$ cat config.mk
export PLATFORM = sky130hd
export DESIGN_NAME = dgpio_port
export DESIGN_NICKNAME = d
export VERILOG_FILES = /design/src/logic/dgpio_port.v
export VERILOG_INCLUDE_DIRS = /design/src /design/src/inc
export SDC_FILE = /design/constraint.sdc
export NUM_CORES = 1
export LEC_CHECK = 0
export BUFFER_PORTS_ARGS = -buffer_cell sky130_fd_sc_hd__buf_4
export CAP_MARGIN = 10
export CELL_PAD_IN_SITES_DETAIL_PLACEMENT = 1
export CELL_PAD_IN_SITES_GLOBAL_PLACEMENT = 1
export CORE_MARGIN = 3
export CORE_UTILIZATION = 43
export DETAILED_ROUTE_END_ITERATION = 6
export HOLD_SLACK_MARGIN = 0.08
export PLACE_DENSITY_LB_ADDON = 0.1
export SETUP_SLACK_MARGIN = 0.15
export SYNTH_ARGS = -nofsm -noshare
export SYNTH_HDL_FRONTEND = slang
export SYNTH_SLANG_ARGS = --single-unit
$ cat constraint.sdc
create_clock -name clk_i -period 3.7 [get_ports clk_i]
set_input_delay 0.74 -clock clk_i [delete_from_list [all_inputs] [get_ports clk_i]]
set_output_delay 0.74 -clock clk_i [all_outputs]
set_load 0.05 [all_outputs]
$ cat src/inc/dgpio_map.vh
// Register map, field positions and reset values of the two-port GPIO block.
// What this block does
// First port: six pins, direction one is input.
// Data read returns pins; write loads latch.
// Set and clear writes sample pins, modify, store latch.
// First-port bit 4 is timer clock, open-drain.
// Analog field selects analog use of pins.
// Reset leaves analog pins analog, reading zero.
// Direction bits still govern pins in analog use.
// Unimplemented bits read as zero.
// Second port: eight pins, direction one is input.
// Active-low option bit 7 enables all pull-ups.
// Pull-up off on any output pin.
// Reset leaves all pull-ups disabled.
// Only upper four input pins watched for change.
// Mismatch against value taken at last port access sets flag bit 0.
// Port-change event wakes device from sleep.
// Flag keeps setting while mismatch persists.
// Software avoids polling port during change use.
// Second-port bit 0 is edge-selected external interrupt.
// Bits 3, 6, 7 serve low-voltage programming.
// Enabled low-voltage programming takes over its shared pins.
// All pin inputs synchronised before use.
`ifndef DGPIO_MAP_VH
`define DGPIO_MAP_VH
// ****************************************************************
// Register indices; the byte address is four times the index.
// ****************************************************************
`define DGPIO_IDX_PA_DATA  8'h05
`define DGPIO_IDX_PA_DIR   8'h85
`define DGPIO_IDX_ANCFG    8'h9F
`define DGPIO_IDX_PB_DATA  8'h06
`define DGPIO_IDX_PB_DIR   8'h86
`define DGPIO_IDX_OPTION   8'h81
`define DGPIO_IDX_INTCTL   8'h0B
`define DGPIO_IDX_PA_SET   8'hA0
`define DGPIO_IDX_PA_CLR   8'hA1
`define DGPIO_IDX_PB_SET   8'hA2
`define DGPIO_IDX_PB_CLR   8'hA3
`define DGPIO_IDX_LVPCFG   8'hA4
// ****************************************************************
// Reset values.
// ****************************************************************
`define DGPIO_RST_PA_DIR   6'h3F
`define DGPIO_RST_PB_DIR   8'hFF
`define DGPIO_RST_ANCFG    8'h00
`define DGPIO_RST_OPTION   8'hFF
`define DGPIO_RST_INTCTL   8'h00
`define DGPIO_RST_LATCH6   6'h00
`define DGPIO_RST_LATCH8   8'h00
// ****************************************************************
// Field positions.
// ****************************************************************
`define DGPIO_OPT_PULLUP_N  7
`define DGPIO_OPT_EDGE_SEL  6
`define DGPIO_INT_CHG_FLAG  0
`define DGPIO_INT_EXT_FLAG  1
`define DGPIO_INT_CHG_EN    3
`define DGPIO_INT_EXT_EN    4
`define DGPIO_AN_FIELD      3:0
`define DGPIO_AN_JUSTIFY_MASK 8'h8F
`define DGPIO_AN_DIGITAL_A  4'h6
`define DGPIO_AN_DIGITAL_B  4'h7
`define DGPIO_PA_TIMER_BIT  4
`define DGPIO_PA_ANALOG_MASK 6'h2F
`define DGPIO_PB_EXT_BIT    0
`define DGPIO_PB_PGM_BIT    3
`define DGPIO_PB_PGC_BIT    6
`define DGPIO_PB_PGD_BIT    7
`define DGPIO_PB_CHG_MASK   8'hF0
`define DGPIO_PB_LVP_MASK   8'hC8
`define DGPIO_LVP_EN_BIT    0
// ****************************************************************
// Timing counts.
// ****************************************************************
`define DGPIO_PRIME_CYCLES  3'h5
`define DGPIO_PRIME_STEP    3'h1
`define DGPIO_PRIME_RST     3'h0
`endif

$ cat src/logic/dgpio_port.v
// Two-port GPIO block with change detection, external interrupt edge and Wishbone register access.
`timescale 1ns/10ps
`include "dgpio_map.vh"
module dgpio_port (
	input  wire        clk_i,
	input  wire        rst_i,
	input  wire        cyc_i,
	input  wire        stb_i,
	input  wire        we_i,
	input  wire [9:0]  adr_i,
	input  wire [3:0]  sel_i,
	input  wire [31:0] dat_i,
	output reg  [31:0] dat_o,
	output reg         ack_o,
	input  wire        sleep_i,
	input  wire [5:0]  pa_in_i,
	output reg  [5:0]  pa_out_o,
	output reg  [5:0]  pa_oe_o,
	output reg  [5:0]  pa_analog_o,
	input  wire [7:0]  pb_in_i,
	output reg  [7:0]  pb_out_o,
	output reg  [7:0]  pb_oe_o,
	output reg  [7:0]  pb_pullup_o,
	output reg         timer_clock_o,
	output reg         wake_o,
	output reg         prog_mode_o,
	output reg         prog_clock_o,
	output reg         prog_data_o
);
	// ****************************************************************
	// Storage.
	// ****************************************************************
	reg  [5:0]  pa_latch_reg;
	reg  [5:0]  pa_dir_reg;
	reg  [7:0]  ancfg_reg;
	reg  [7:0]  pb_latch_reg;
	reg  [7:0]  pb_dir_reg;
	reg  [7:0]  option_reg;
	reg  [7:0]  intctl_reg;
	reg  [7:0]  lvpcfg_reg;
	reg  [7:0]  pb_old_reg;
	reg         ext_prev_reg;
	reg  [2:0]  prime_reg;
	wire        prime_ready;
	reg  [13:0] sync1_reg;
	reg  [13:0] sync2_reg;
	reg  [13:0] sync3_reg;
	reg  [13:0] pin_reg;
	reg  [31:0] rdat_next;
	wire [7:0]  idx;
	wire        req;
	wire        wr;
	wire        rd;
	wire [5:0]  pa_pins;
	wire [7:0]  pb_pins;
	wire [5:0]  pa_analog;
	wire [5:0]  pa_read;
	wire        lvp_en;
	wire [7:0]  pb_drive;
	wire [7:0]  chg_mismatch;
	wire        chg_event;
	wire        ext_edge;
	wire        pb_access;
	wire [7:0]  wbyte;
	wire [7:0]  intctl_next;

	// Decodes one register index against the bus address.
	function hit;
		input [7:0] a;
		input [7:0] b;
		begin
			hit = (a == b);
		end
	endfunction

	// ****************************************************************
	// Bus decode.
	// ****************************************************************
	assign idx   = adr_i[9:2];
	assign req   = cyc_i & stb_i & ~ack_o;
	assign wr    = req & we_i & sel_i[0];
	assign rd    = req & ~we_i;
	assign wbyte = dat_i[7:0];

	// ****************************************************************
	// Input synchronisers, three stages, change taken when stages agree.
	// ****************************************************************
	genvar g;
	generate
		for (g = 0; g < 14; g = g + 1) begin : g_sync
			always @(posedge clk_i) begin
				if (rst_i) begin
					sync1_reg[g] <= 1'b0;
					sync2_reg[g] <= 1'b0;
					sync3_reg[g] <= 1'b0;
					pin_reg[g]   <= 1'b0;
				end else begin
					sync1_reg[g] <= (g < 6) ? pa_in_i[g] : pb_in_i[g - 6];
					sync2_reg[g] <= sync1_reg[g];
					sync3_reg[g] <= sync2_reg[g];
					if (sync2_reg[g] == sync3_reg[g]) begin
						pin_reg[g] <= sync3_reg[g];
					end
				end
			end
		end
	endgenerate

	assign pa_pins = pin_reg[5:0];
	assign pb_pins = pin_reg[13:6];

	// ****************************************************************
	// Analog selection and pin functions.
	// ****************************************************************
	assign pa_analog = ((ancfg_reg[`DGPIO_AN_FIELD] == `DGPIO_AN_DIGITAL_A) |
		(ancfg_reg[`DGPIO_AN_FIELD] == `DGPIO_AN_DIGITAL_B)) ? 6'h00 : `DGPIO_PA_ANALOG_MASK;
	assign pa_read   = pa_pins & ~pa_analog;
	assign lvp_en    = lvpcfg_reg[`DGPIO_LVP_EN_BIT];
	assign pb_drive  = ~pb_dir_reg & ~(lvp_en ? `DGPIO_PB_LVP_MASK : 8'h00);

	// ****************************************************************
	// Change detection and external edge.
	// ****************************************************************
	assign chg_mismatch = (pb_pins ^ pb_old_reg) & pb_dir_reg & `DGPIO_PB_CHG_MASK;
	// Edges and mismatches are ignored until the synchronisers hold real pin levels.
	assign prime_ready  = (prime_reg == `DGPIO_PRIME_CYCLES);
	assign chg_event    = prime_ready & (|chg_mismatch);
	assign ext_edge     = prime_ready & (option_reg[`DGPIO_OPT_EDGE_SEL] ?
		(pb_pins[`DGPIO_PB_EXT_BIT] & ~ext_prev_reg) :
		(~pb_pins[`DGPIO_PB_EXT_BIT] & ext_prev_reg));
	assign pb_access    = req & (hit(idx, `DGPIO_IDX_PB_DATA) | hit(idx, `DGPIO_IDX_PB_SET) |
		hit(idx, `DGPIO_IDX_PB_CLR));

	// Flag bits: hardware set wins over a software clear in the same cycle.
	assign intctl_next = {
		(wr & hit(idx, `DGPIO_IDX_INTCTL)) ? wbyte[7:2] : intctl_reg[7:2],
		ext_edge  | ((wr & hit(idx, `DGPIO_IDX_INTCTL)) ? wbyte[1] : intctl_reg[1]),
		chg_event | ((wr & hit(idx, `DGPIO_IDX_INTCTL)) ? wbyte[0] : intctl_reg[0])
	};

	// ****************************************************************
	// Register writes.
	// ****************************************************************
	always @(posedge clk_i) begin
		if (rst_i) begin
			pa_latch_reg <= `DGPIO_RST_LATCH6;
			pa_dir_reg   <= `DGPIO_RST_PA_DIR;
			ancfg_reg    <= `DGPIO_RST_ANCFG;
			pb_latch_reg <= `DGPIO_RST_LATCH8;
			pb_dir_reg   <= `DGPIO_RST_PB_DIR;
			option_reg   <= `DGPIO_RST_OPTION;
			intctl_reg   <= `DGPIO_RST_INTCTL;
			lvpcfg_reg   <= `DGPIO_RST_INTCTL;
			pb_old_reg   <= `DGPIO_RST_LATCH8;
			ext_prev_reg <= 1'b0;
			prime_reg    <= `DGPIO_PRIME_RST;
		end else begin
			ext_prev_reg <= pb_pins[`DGPIO_PB_EXT_BIT];
			intctl_reg   <= intctl_next;
			if (!prime_ready) begin
				prime_reg <= prime_reg + `DGPIO_PRIME_STEP;
			end
			if (pb_access | ~prime_ready) begin
				pb_old_reg <= pb_pins;
			end
			if (wr) begin
				case (idx)
					`DGPIO_IDX_PA_DATA: pa_latch_reg <= wbyte[5:0];
					`DGPIO_IDX_PA_SET:  pa_latch_reg <= pa_read | wbyte[5:0];
					`DGPIO_IDX_PA_CLR:  pa_latch_reg <= pa_read & ~wbyte[5:0];
					`DGPIO_IDX_PA_DIR:  pa_dir_reg <= wbyte[5:0];
					`DGPIO_IDX_ANCFG:   ancfg_reg <= wbyte & `DGPIO_AN_JUSTIFY_MASK;
					`DGPIO_IDX_PB_DATA: pb_latch_reg <= wbyte;
					`DGPIO_IDX_PB_SET:  pb_latch_reg <= pb_pins | wbyte;
					`DGPIO_IDX_PB_CLR:  pb_latch_reg <= pb_pins & ~wbyte;
					`DGPIO_IDX_PB_DIR:  pb_dir_reg <= wbyte;
					`DGPIO_IDX_OPTION:  option_reg <= wbyte;
					`DGPIO_IDX_LVPCFG:  lvpcfg_reg <= {7'h00, wbyte[0]};
					default: begin
					end
				endcase
			end
		end
	end

	// ****************************************************************
	// Register reads; unmapped indices return zero.
	// ****************************************************************
	always @* begin
		rdat_next = 32'h00000000;
		case (idx)
			`DGPIO_IDX_PA_DATA: rdat_next[5:0] = pa_read;
			`DGPIO_IDX_PA_DIR:  rdat_next[5:0] = pa_dir_reg;
			`DGPIO_IDX_ANCFG:   rdat_next[7:0] = ancfg_reg;
			`DGPIO_IDX_PB_DATA: rdat_next[7:0] = pb_pins;
			`DGPIO_IDX_PB_DIR:  rdat_next[7:0] = pb_dir_reg;
			`DGPIO_IDX_OPTION:  rdat_next[7:0] = option_reg;
			`DGPIO_IDX_INTCTL:  rdat_next[7:0] = intctl_reg;
			`DGPIO_IDX_LVPCFG:  rdat_next[7:0] = lvpcfg_reg;
			default:            rdat_next = 32'h00000000;
		endcase
	end

	always @(posedge clk_i) begin
		if (rst_i) begin
			ack_o <= 1'b0;
			dat_o <= 32'h00000000;
		end else begin
			ack_o <= req;
			dat_o <= rd ? rdat_next : 32'h00000000;
		end
	end

	// ****************************************************************
	// Pin drivers and side outputs.
	// ****************************************************************
	always @(posedge clk_i) begin
		if (rst_i) begin
			pa_out_o      <= 6'h00;
			pa_oe_o       <= 6'h00;
			pa_analog_o   <= `DGPIO_PA_ANALOG_MASK;
			pb_out_o      <= 8'h00;
			pb_oe_o       <= 8'h00;
			pb_pullup_o   <= 8'h00;
			timer_clock_o <= 1'b0;
			wake_o        <= 1'b0;
			prog_mode_o   <= 1'b0;
			prog_clock_o  <= 1'b0;
			prog_data_o   <= 1'b0;
		end else begin
			pa_out_o    <= pa_latch_reg & ~(6'h01 << `DGPIO_PA_TIMER_BIT);
			pa_oe_o     <= ~pa_dir_reg & ~(pa_latch_reg & (6'h01 << `DGPIO_PA_TIMER_BIT));
			pa_analog_o <= pa_analog;
			pb_out_o    <= pb_latch_reg;
			pb_oe_o     <= pb_drive;
			pb_pullup_o <= ~{8{option_reg[`DGPIO_OPT_PULLUP_N]}} & pb_dir_reg;
			timer_clock_o <= pa_pins[`DGPIO_PA_TIMER_BIT];
			wake_o      <= sleep_i & intctl_reg[`DGPIO_INT_CHG_EN] & intctl_reg[`DGPIO_INT_CHG_FLAG];
			prog_mode_o  <= lvp_en & pb_pins[`DGPIO_PB_PGM_BIT];
			prog_clock_o <= lvp_en & pb_pins[`DGPIO_PB_PGC_BIT];
			prog_data_o  <= lvp_en & pb_pins[`DGPIO_PB_PGD_BIT];
		end
	end
endmodule // dgpio_port

# [Word level (Yosys, flattened, before mapping)]
# Cells that the tools add are included.
[totals] regBits=198 inputBits=66 output_inout_bits=80 wordCells=179
[op_classes] bitwise_logic=46 mux=9 eq_ne=29 reduce_logical=11 add_sub_neg=1
[ops] operator="== test 8 bit (second input constant)" n=9
[ops] operator="one-hot mux 6 bit (8 select lines)" n=1
[ops] operator="bitwise AND 8 bit" n=4
[ops] operator="inverter 8 bit" n=4
[ops] operator="one-hot mux 8 bit (3 select lines)" n=1
[ops] operator="bitwise AND 6 bit" n=3
[ops] operator="inverter 6 bit" n=3
[ops] operator="one-hot mux 6 bit (3 select lines)" n=1
[ops] operator="bitwise AND 1 bit" n=16
[ops] operator="== test 8 x 3 -> 1 bit (second input constant)" n=2
[ops] operator="== test 1 bit" n=14
[ops] operator="AND reduction 2 bit" n=7
[ops] operator="one-hot mux 2 bit (5 select lines)" n=1
[ops] operator="== test 4 x 3 -> 1 bit (second input constant)" n=2
[ops] operator="== test 8 x 4 -> 1 bit (second input constant)" n=1
[ops] operator="two-way mux 8 bit" n=1
[ops] operator="bitwise OR 8 bit" n=1
[ops] operator="bitwise XOR 8 bit" n=1
[ops] operator="two-way mux 6 bit" n=1
[ops] operator="inverter 1 bit" n=6
[ops] operator="inverter 5 -> 6 bit" n=1
[ops] operator="bitwise OR 1 bit" n=6
[ops] operator="bitwise OR 6 bit" n=1
[ops] operator="nonzero test 3 bit" n=2
[ops] operator="5 further kinds" n=7

# [Depth between registers and ports, before layout]
# Gate-level depths: netlist of run 1.
[depth] ltp_word=7 depth_mapped=8 depth_no_buf=6

# [Worst setup path after synthesis of run 1]
# OpenSTA, ideal clock, no wires.
[synth_timing] path_type="input to register" from="input adr_i[8]" to="register pa_latch_reg[0]" stages=6 t_arrival_ps=2399 path_buffers=1 slack_ps=1221 required_time_ps=3621 setup_ps=79 path_cell_list="or4b_1 buf_2 or4_4 nor3b_2 a21oi_1 a211oi_2"
[synth_between] elab_chain_len=3 word_cells_on_any_way=6 cone_classes="eq/ne (3); mux (1); reduce/logical (2)"
[synth_lines] item="start: declaration" line_no="dgpio_port.v:10" rtl="input wire [9:0] adr_i,"
[synth_lines] item="== test 8 x 3 -> 1 bit or == test 8 bit (tied branches)" line_no="dgpio_port.v:167" rtl="case (idx)"
[synth_lines] item="nonzero test 3 bit (no source line)"
[synth_lines] item="AND reduction 2 bit (no source line)"
[synth_lines] item="end signal: assignment" line_no="dgpio_port.v:168" rtl="`DGPIO_IDX_PA_DATA: pa_latch_reg <= wbyte[5:0];"
[synth_lines] item="end signal: assignment" line_no="dgpio_port.v:169" rtl="`DGPIO_IDX_PA_SET: pa_latch_reg <= pa_read | wbyte[5:0];"
[synth_lines] item="end signal: assignment" line_no="dgpio_port.v:170" rtl="`DGPIO_IDX_PA_CLR: pa_latch_reg <= pa_read & ~wbyte[5:0];"
[synth_lines] item="end: declaration" line_no="dgpio_port.v:33" rtl="reg [5:0] pa_latch_reg;"
# Several ways; a longest one is shown, not always the timed one.
# A chain may end at the register's enable or synchronous reset.

# [Worst setup path after layout of run 1]
[layout_timing] from="input adr_i[8]" to="register dat_o[4]"
[layout_between] elab_chain_len=2 word_cells_on_any_way=9 cone_classes="eq/ne (8); mux (1)"
[layout_lines] item="== test 8 bit (tied with other cells)" line_no="dgpio_port.v:191" rtl="case (idx)"
[layout_lines] item="one-hot mux 6 bit (8 select lines) *" line_no="dgpio_port.v:191"
[layout_lines] item="end signal: assignment" line_no="dgpio_port.v:210" rtl="dat_o <= rd ? rdat_next : 32'h00000000;"
[layout_lines] item="end: declaration" line_no="dgpio_port.v:13" rtl="output reg [31:0] dat_o,"
# Mark *: on every way between the ends. The rest lies on a longest branch, timed or not.

==> results.md, run 1 <==
- Vias: 4667
- Core area: 0.01393 mm²
- Predominant post-synthesis flop cell: dfxtp_1
- Multi-input logic area: 0.002562 mm²
- Total clock sinks: 164
- Antenna violations before repair: 0
- First-pass GRT wire length: 25040 µm
- CP cell instances: buf_4 > or4b_1 > nor4_1 > buf_4 > or3_1 > o31a_1 > a21boi_1
- Placer congestion estimate: 0.8102
- Leakage power: 2.930 nW
- Worst skew pair latency: 0.42 ns
- Drt pass-1 iters: 4
- Final core utilization: 53.01%
- Ant. Diodes: 0
- Post-synth EDFFs: 0
- Routed len/inst: 17.77 µm
- Initial Utilization: 44.07%
- Startpoint type of the worst setup path: primary input
- Yosys reg bits: 164
- PortBufs: 90
- Die Wd: 125.5 µm
- Synth Area in Adders: 0.4075%
- Avg Inst Size Synth: 9.937 µm²
- CP endpoint kind: flop
- Io pins: 146
- WP data required: 4.02 ns
- CTS Buffer Depth: 2
- Slowest cell on the critical path: or4b_1
- Post-Route Skew: 0.006593 ns
- Leading cell types in the layout, fill and taps excluded: dfxtp_1 (164), buf_4 (96), nor2b_1 (81)
- CTS Buf Count: 17
- Post-CTS Setup Inserts: 0
- Worst hold path class: flop to flop
- Iteration-0 DRC Markers: 312
- Mapped cell area: 0.006141 mm²
- Area delta synth->final: 20.29%
- Top-area cell type share of the netlist area: 53.46%
- Mux contribution to synthesized area: 2.954%
- Final period util: 70.08%
- Most common cell after layout, fill and taps aside: dfxtp_1
- F_max: 385.7 MHz
- Hold_buf cts: 0
- H-tree depth reported by CTS: 4
- Sum Neg Setup Slack: 0 ns
- Vias/cell: 5.273
- CTS clk-pin slew, worst paths: 0.07 ns
- Largest net degree at the start of global routing: 90
- Routed Antenna Nets: 0
- Critical path class: primary input to flop
- Vias in the first global route: 4696
- Max-cap violations: 0
- Slew headroom: 38.80%
- Minimum clock period: 2.593 ns
- Compound-Gate Fraction of Synth Area: 13.41%
- VDD IR-drop max: 0.2748 mV
- Largest family of logic cells by synthesized area: simple AND/OR/NAND/NOR gates
- Outcome: completed
- Fin nets: 760
- FF/Latch Area: 0.003283 mm²
- Grt ovf: 0
- Synth warn: 0
- Die area: 0.01575 mm²
- CTS root buf: clkbuf_16
- DP Wirelength: 10930 µm
- CP peak stage delay: 0.70 ns
- Simple-Gate Fraction of Synth Area: 22.66%
- Drt total wl: 15720 µm
- Setup repair after global routing missed its margin: false
- Layout fillers: 1597
- Synth Area in XOR/XNOR: 0.7131%
- Ys async rst share: 0%
- Tightest Pin Transition: 0.9180 ns
- Fin. Hold Viols: 0
- Distinct cells, synth: 58
- GRT Util Overall: 19.95%
- Sequential-to-total area share from yosys stat: 53.46%
- Crit-path most repeated cell: buf_4
- Slew Limit Fails: 0
- CP arrival: 2.92 ns
- Largest fanout on the critical path: 11
- Fraction of layout cells with a size suffix above 1: 20.00%
- Synth area leader: dfxtp_1
- Cell Pwr Density: 509.4 mW/mm²
- CTS tree: done
- Post_cts resized: 0
- Post-Synthesis Cells: 618
- Residual DRC: 0
- Die height: 125.5 µm
- Dominant cells by area after synthesis: dfxtp_1 (53%), nor2b_1 (8.3%), buf_4 (4.0%)
- Site row count: 43
- Setup-failing EPs final: 0
[logic make-up (layout without fill, tap and decap cells)]
group	count (synthesis)	after routing
AOI/OAI and AO/OA	115	115
other	1	26
and+or+nand+nor	246	246
xor gates and xnor gates	5	5
DFF	164	164
adders and majority gates	2	2
muxes	18	18
buffers and inverters	67	129
[cells in the mapped netlist, types with 3 or more instances]
library cell and n:
a21boi_1 5, o21ai_0 16, nor4_1 4, clkbuf_1 16, a221oi_1 8, buf_4 33, a211oi_2 5, nor2b_1 81
dfxtp_1 164, xor2_1 4, buf_2 11, a211o_1 14, or3_1 3, mux2i_1 17, and2_1 16, nor3b_2 5
nor3_1 8, a31oi_1 8, buf_1 6, nor2_1 49, nand3b_1 11, nand2b_1 3, a22o_1 4, a22oi_1 9
nand3_1 6, a222oi_1 7, a21oi_1 29, nand2_1 44
[worst paths after layout]
check	start	to	slack (ns)	cells past startpoint
worst max-delay path	adr_i[8]	dat_o[4]$_SDFF_PP0_	1.11	7
worst min-delay path	pa_latch_reg[4]$_SDFFE_PP0P_	pa_oe_o[4]$_SDFF_PP0_	0.43	1
worst max register to register	ack_o$_SDFF_PP0_	intctl_reg[1]$_SDFF_PP0_	1.43	5
worst min register to register	pa_latch_reg[4]$_SDFFE_PP0P_	pa_oe_o[4]$_SDFF_PP0_	0.43	1
[per-stage QoR]
step                      worst slack [ns]  power [mW]  cell area [µm²]  instances  hold slack (ns)
after floorplan                      1.221       1.993             6235        643           0.3968
after global placement              0.7872       2.025             6795        853           0.4168
after detailed placement            0.6972       2.031             6795        853           0.4225
after CTS                            1.125       3.799             7387        885           0.4315
after global routing                 1.046       3.898             7387        885           0.4514
final                                1.107       3.763             7387        885           0.4279
[final cells by class]
type,instances,area share [%]
flip-flops and latches,164,44.44
multi-input cells,412,34.69
repair buffers,96,9.756
clock buffers,21,5.962
well taps,180,3.049
clock inverters,11,2.049
inverters,1,0.05081
[metal layers]
metal,GRT usage (%),share of wire (%)
met5,0,0
met4,8.036,2.6
met3,4.656,4.9
met2,34.27,51
met1,24.10,42
[worst max-delay path: cells and delay by family]
family,cells,cell delay [ns]
simple gates,3,1.22
compound gates,2,0.56
buf+inv,2,0.40
[report_power, final]
part | total [mW] | internal [mW] | switching [mW] | leakage (nW)
clock | 1.77 | 1.07 | 0.704 | 0.274
sequential | 1.80 | 1.79 | 0.0113 | 1.33
combinational | 0.193 | 0.0543 | 0.138 | 1.33
Power figures use the tool's default switching activity.
==> inputs of run 2 (changes only) <==
CORE_UTILIZATION = 40   (was 43)
clock period = 2.5 ns   (was 3.7 ns; I/O delays follow)
==> results.md, run 2 (synthesis results as in run 1) <==
- Worst skew pair latency: 0.43 ns
- Routed len/inst: 17.63 µm
- CP peak stage delay: 0.68 ns
- Iteration-0 DRC Markers: 358
- Post-CTS Setup Inserts: 0
- Final period util: 88.48%
- Die Wd: 129.9 µm
- Fin nets: 779
- CTS clk-pin slew, worst paths: 0.07 ns
- Largest net degree at the start of global routing: 46
- CTS Buffer Depth: 2
- Outcome: completed
- Sum Neg Setup Slack: 0 ns
- Area delta synth->final: 23.41%
- Placed cell count: 876
- Cell Pwr Density: 742.0 mW/mm²
- Residual DRC: 0
- Post-Route Skew: 0.007852 ns
- Buf+Inv Stages, Crit Path: 2
- Worst path top cell family by delay: compound AO/OA/AOI/OAI gates
- Tightest Pin Transition: 0.7139 ns
- F_max: 452.1 MHz
- Final hold slack: 0.2784 ns
- Vias in the first global route: 4676
- Slew Limit Fails: 0
- First-pass GRT wire length: 24940 µm
- Post_cts resized: 0
- Grt ovf: 0
- Site row count: 44
- Leading cell types in the layout, fill and taps excluded: dfxtp_1 (164), buf_4 (113), nor2b_1 (81)
- Critical path class: primary input to flop
- Max-cap violations: 0
- Die height: 129.9 µm
- Setup repair after global routing missed its margin: false
- Routed Antenna Nets: 0
- WP data required: 2.85 ns
- Die area: 0.01688 mm²
- Fraction of layout cells with a size suffix above 1: 22.65%
- Drt pass-1 iters: 6
- Initial Utilization: 41.62%
- Vias: 4761
- Slew headroom: 51.18%
- Largest fanout on the critical path: 6
- CP endpoint kind: flop
- Crit-path most repeated cell: buf_4
- VDD IR-drop max: 0.4605 mV
- CTS Buf Count: 17
- DP Wirelength: 11390 µm
- CP arrival: 2.56 ns
- CTS root buf: clkbuf_16
- Slowest cell on the critical path: a2111oi_0
- Most common cell after layout, fill and taps aside: dfxtp_1
- Total clock sinks: 164
- Drt total wl: 16010 µm
- Antenna violations before repair: 0
- Leakage power: 3.053 nW
- PortBufs: 90
- Io pins: 146
- CP cell instances: buf_4 > buf_4 > or4bb_1 > a2111oi_0 > o31a_1 > a21boi_1
- Placer congestion estimate: 0.8288
- CTS tree: done
- Startpoint type of the worst setup path: primary input
- Vias/cell: 5.243
- GRT Util Overall: 19.42%
- Hold_buf cts: 0
- Fin. Hold Viols: 0
- H-tree depth reported by CTS: 4
- Ant. Diodes: 0
- Worst hold path class: primary input to flop
- Setup-failing EPs final: 0
- Cell Count, Final, Fillers Out: 908
- Minimum clock period: 2.212 ns
- Core area: 0.01475 mm²
## run 2: cell count changes in the layout (fill, tap and decap cells not counted), sizes merged
| cell | before | now |
|---|---|---|
| buf | 96 | 115 |
| bufinv | 3 | 2 |
| clkbuf | 21 | 18 |
| clkinv | 2 | 5 |
| clkinvlp | 4 | 2 |
| inv | 3 | 6 |
## run 2: path summary, 6_finish.rpt
kind                                              startpoint                      endpoint  slack, ns  depth (start not counted)
worst max-delay path                                adr_i[4]           dat_o[1]$_SDFF_PP0_       0.29                          6
worst min-delay path                              pb_in_i[1]       sync1_reg[7]$_SDFF_PP0_       0.28                          2
worst max register to register              ack_o$_SDFF_PP0_  pa_latch_reg[2]$_SDFFE_PP0P_       0.66                          7
worst min register to register  pa_latch_reg[4]$_SDFFE_PP0P_         pa_oe_o[4]$_SDFF_PP0_       0.43                          1
## run 2: power breakdown
| group | internal [mW] | switching [mW] |
|---|---|---|
| logic | 0.0876 | 0.208 |
| clock network | 1.53 | 1.13 |
| registers | 2.65 | 0.0166 |
| total | 4.26 | 1.36 |
## run 2: layout make-up
type / instances / area [µm²]
clock buffer: 18 / 439.2
clock inverter: 14 / 171.4
fill: 1666 / 7176
inverter: 1 / 3.754
multi-input combinational: 412 / 2562
sequential: 164 / 3283
tap: 184 / 230.2
timing repair buffer: 115 / 888.4
## run 2: metrics by stage
| step | total power, mW | util (%) | cell area [µm²] | setup WS [ns] |
|---|---|---|---|---|
| final | 5.624 | 51.37 | 7579 | 0.2880 |
| after detailed placement | 3.017 | 47.23 | 6968 | -0.001614 |
| after floorplan | 2.949 | - | 6235 | 0.2613 |
| after global routing | 5.839 | 51.37 | 7579 | 0.2013 |
| after global placement | 3.007 | 47.23 | 6968 | 0.04689 |
| after CTS | 5.685 | 51.37 | 7579 | 0.2931 |
## run 2: metal layers
metal  vias up  GRT usage [%]  wire length, µm
met5         -              0                0
met4         0          6.724              266
met3        23          4.871              766
met2       139          33.00             7951
met1      2336          24.06             7022
li1       2263              -                -
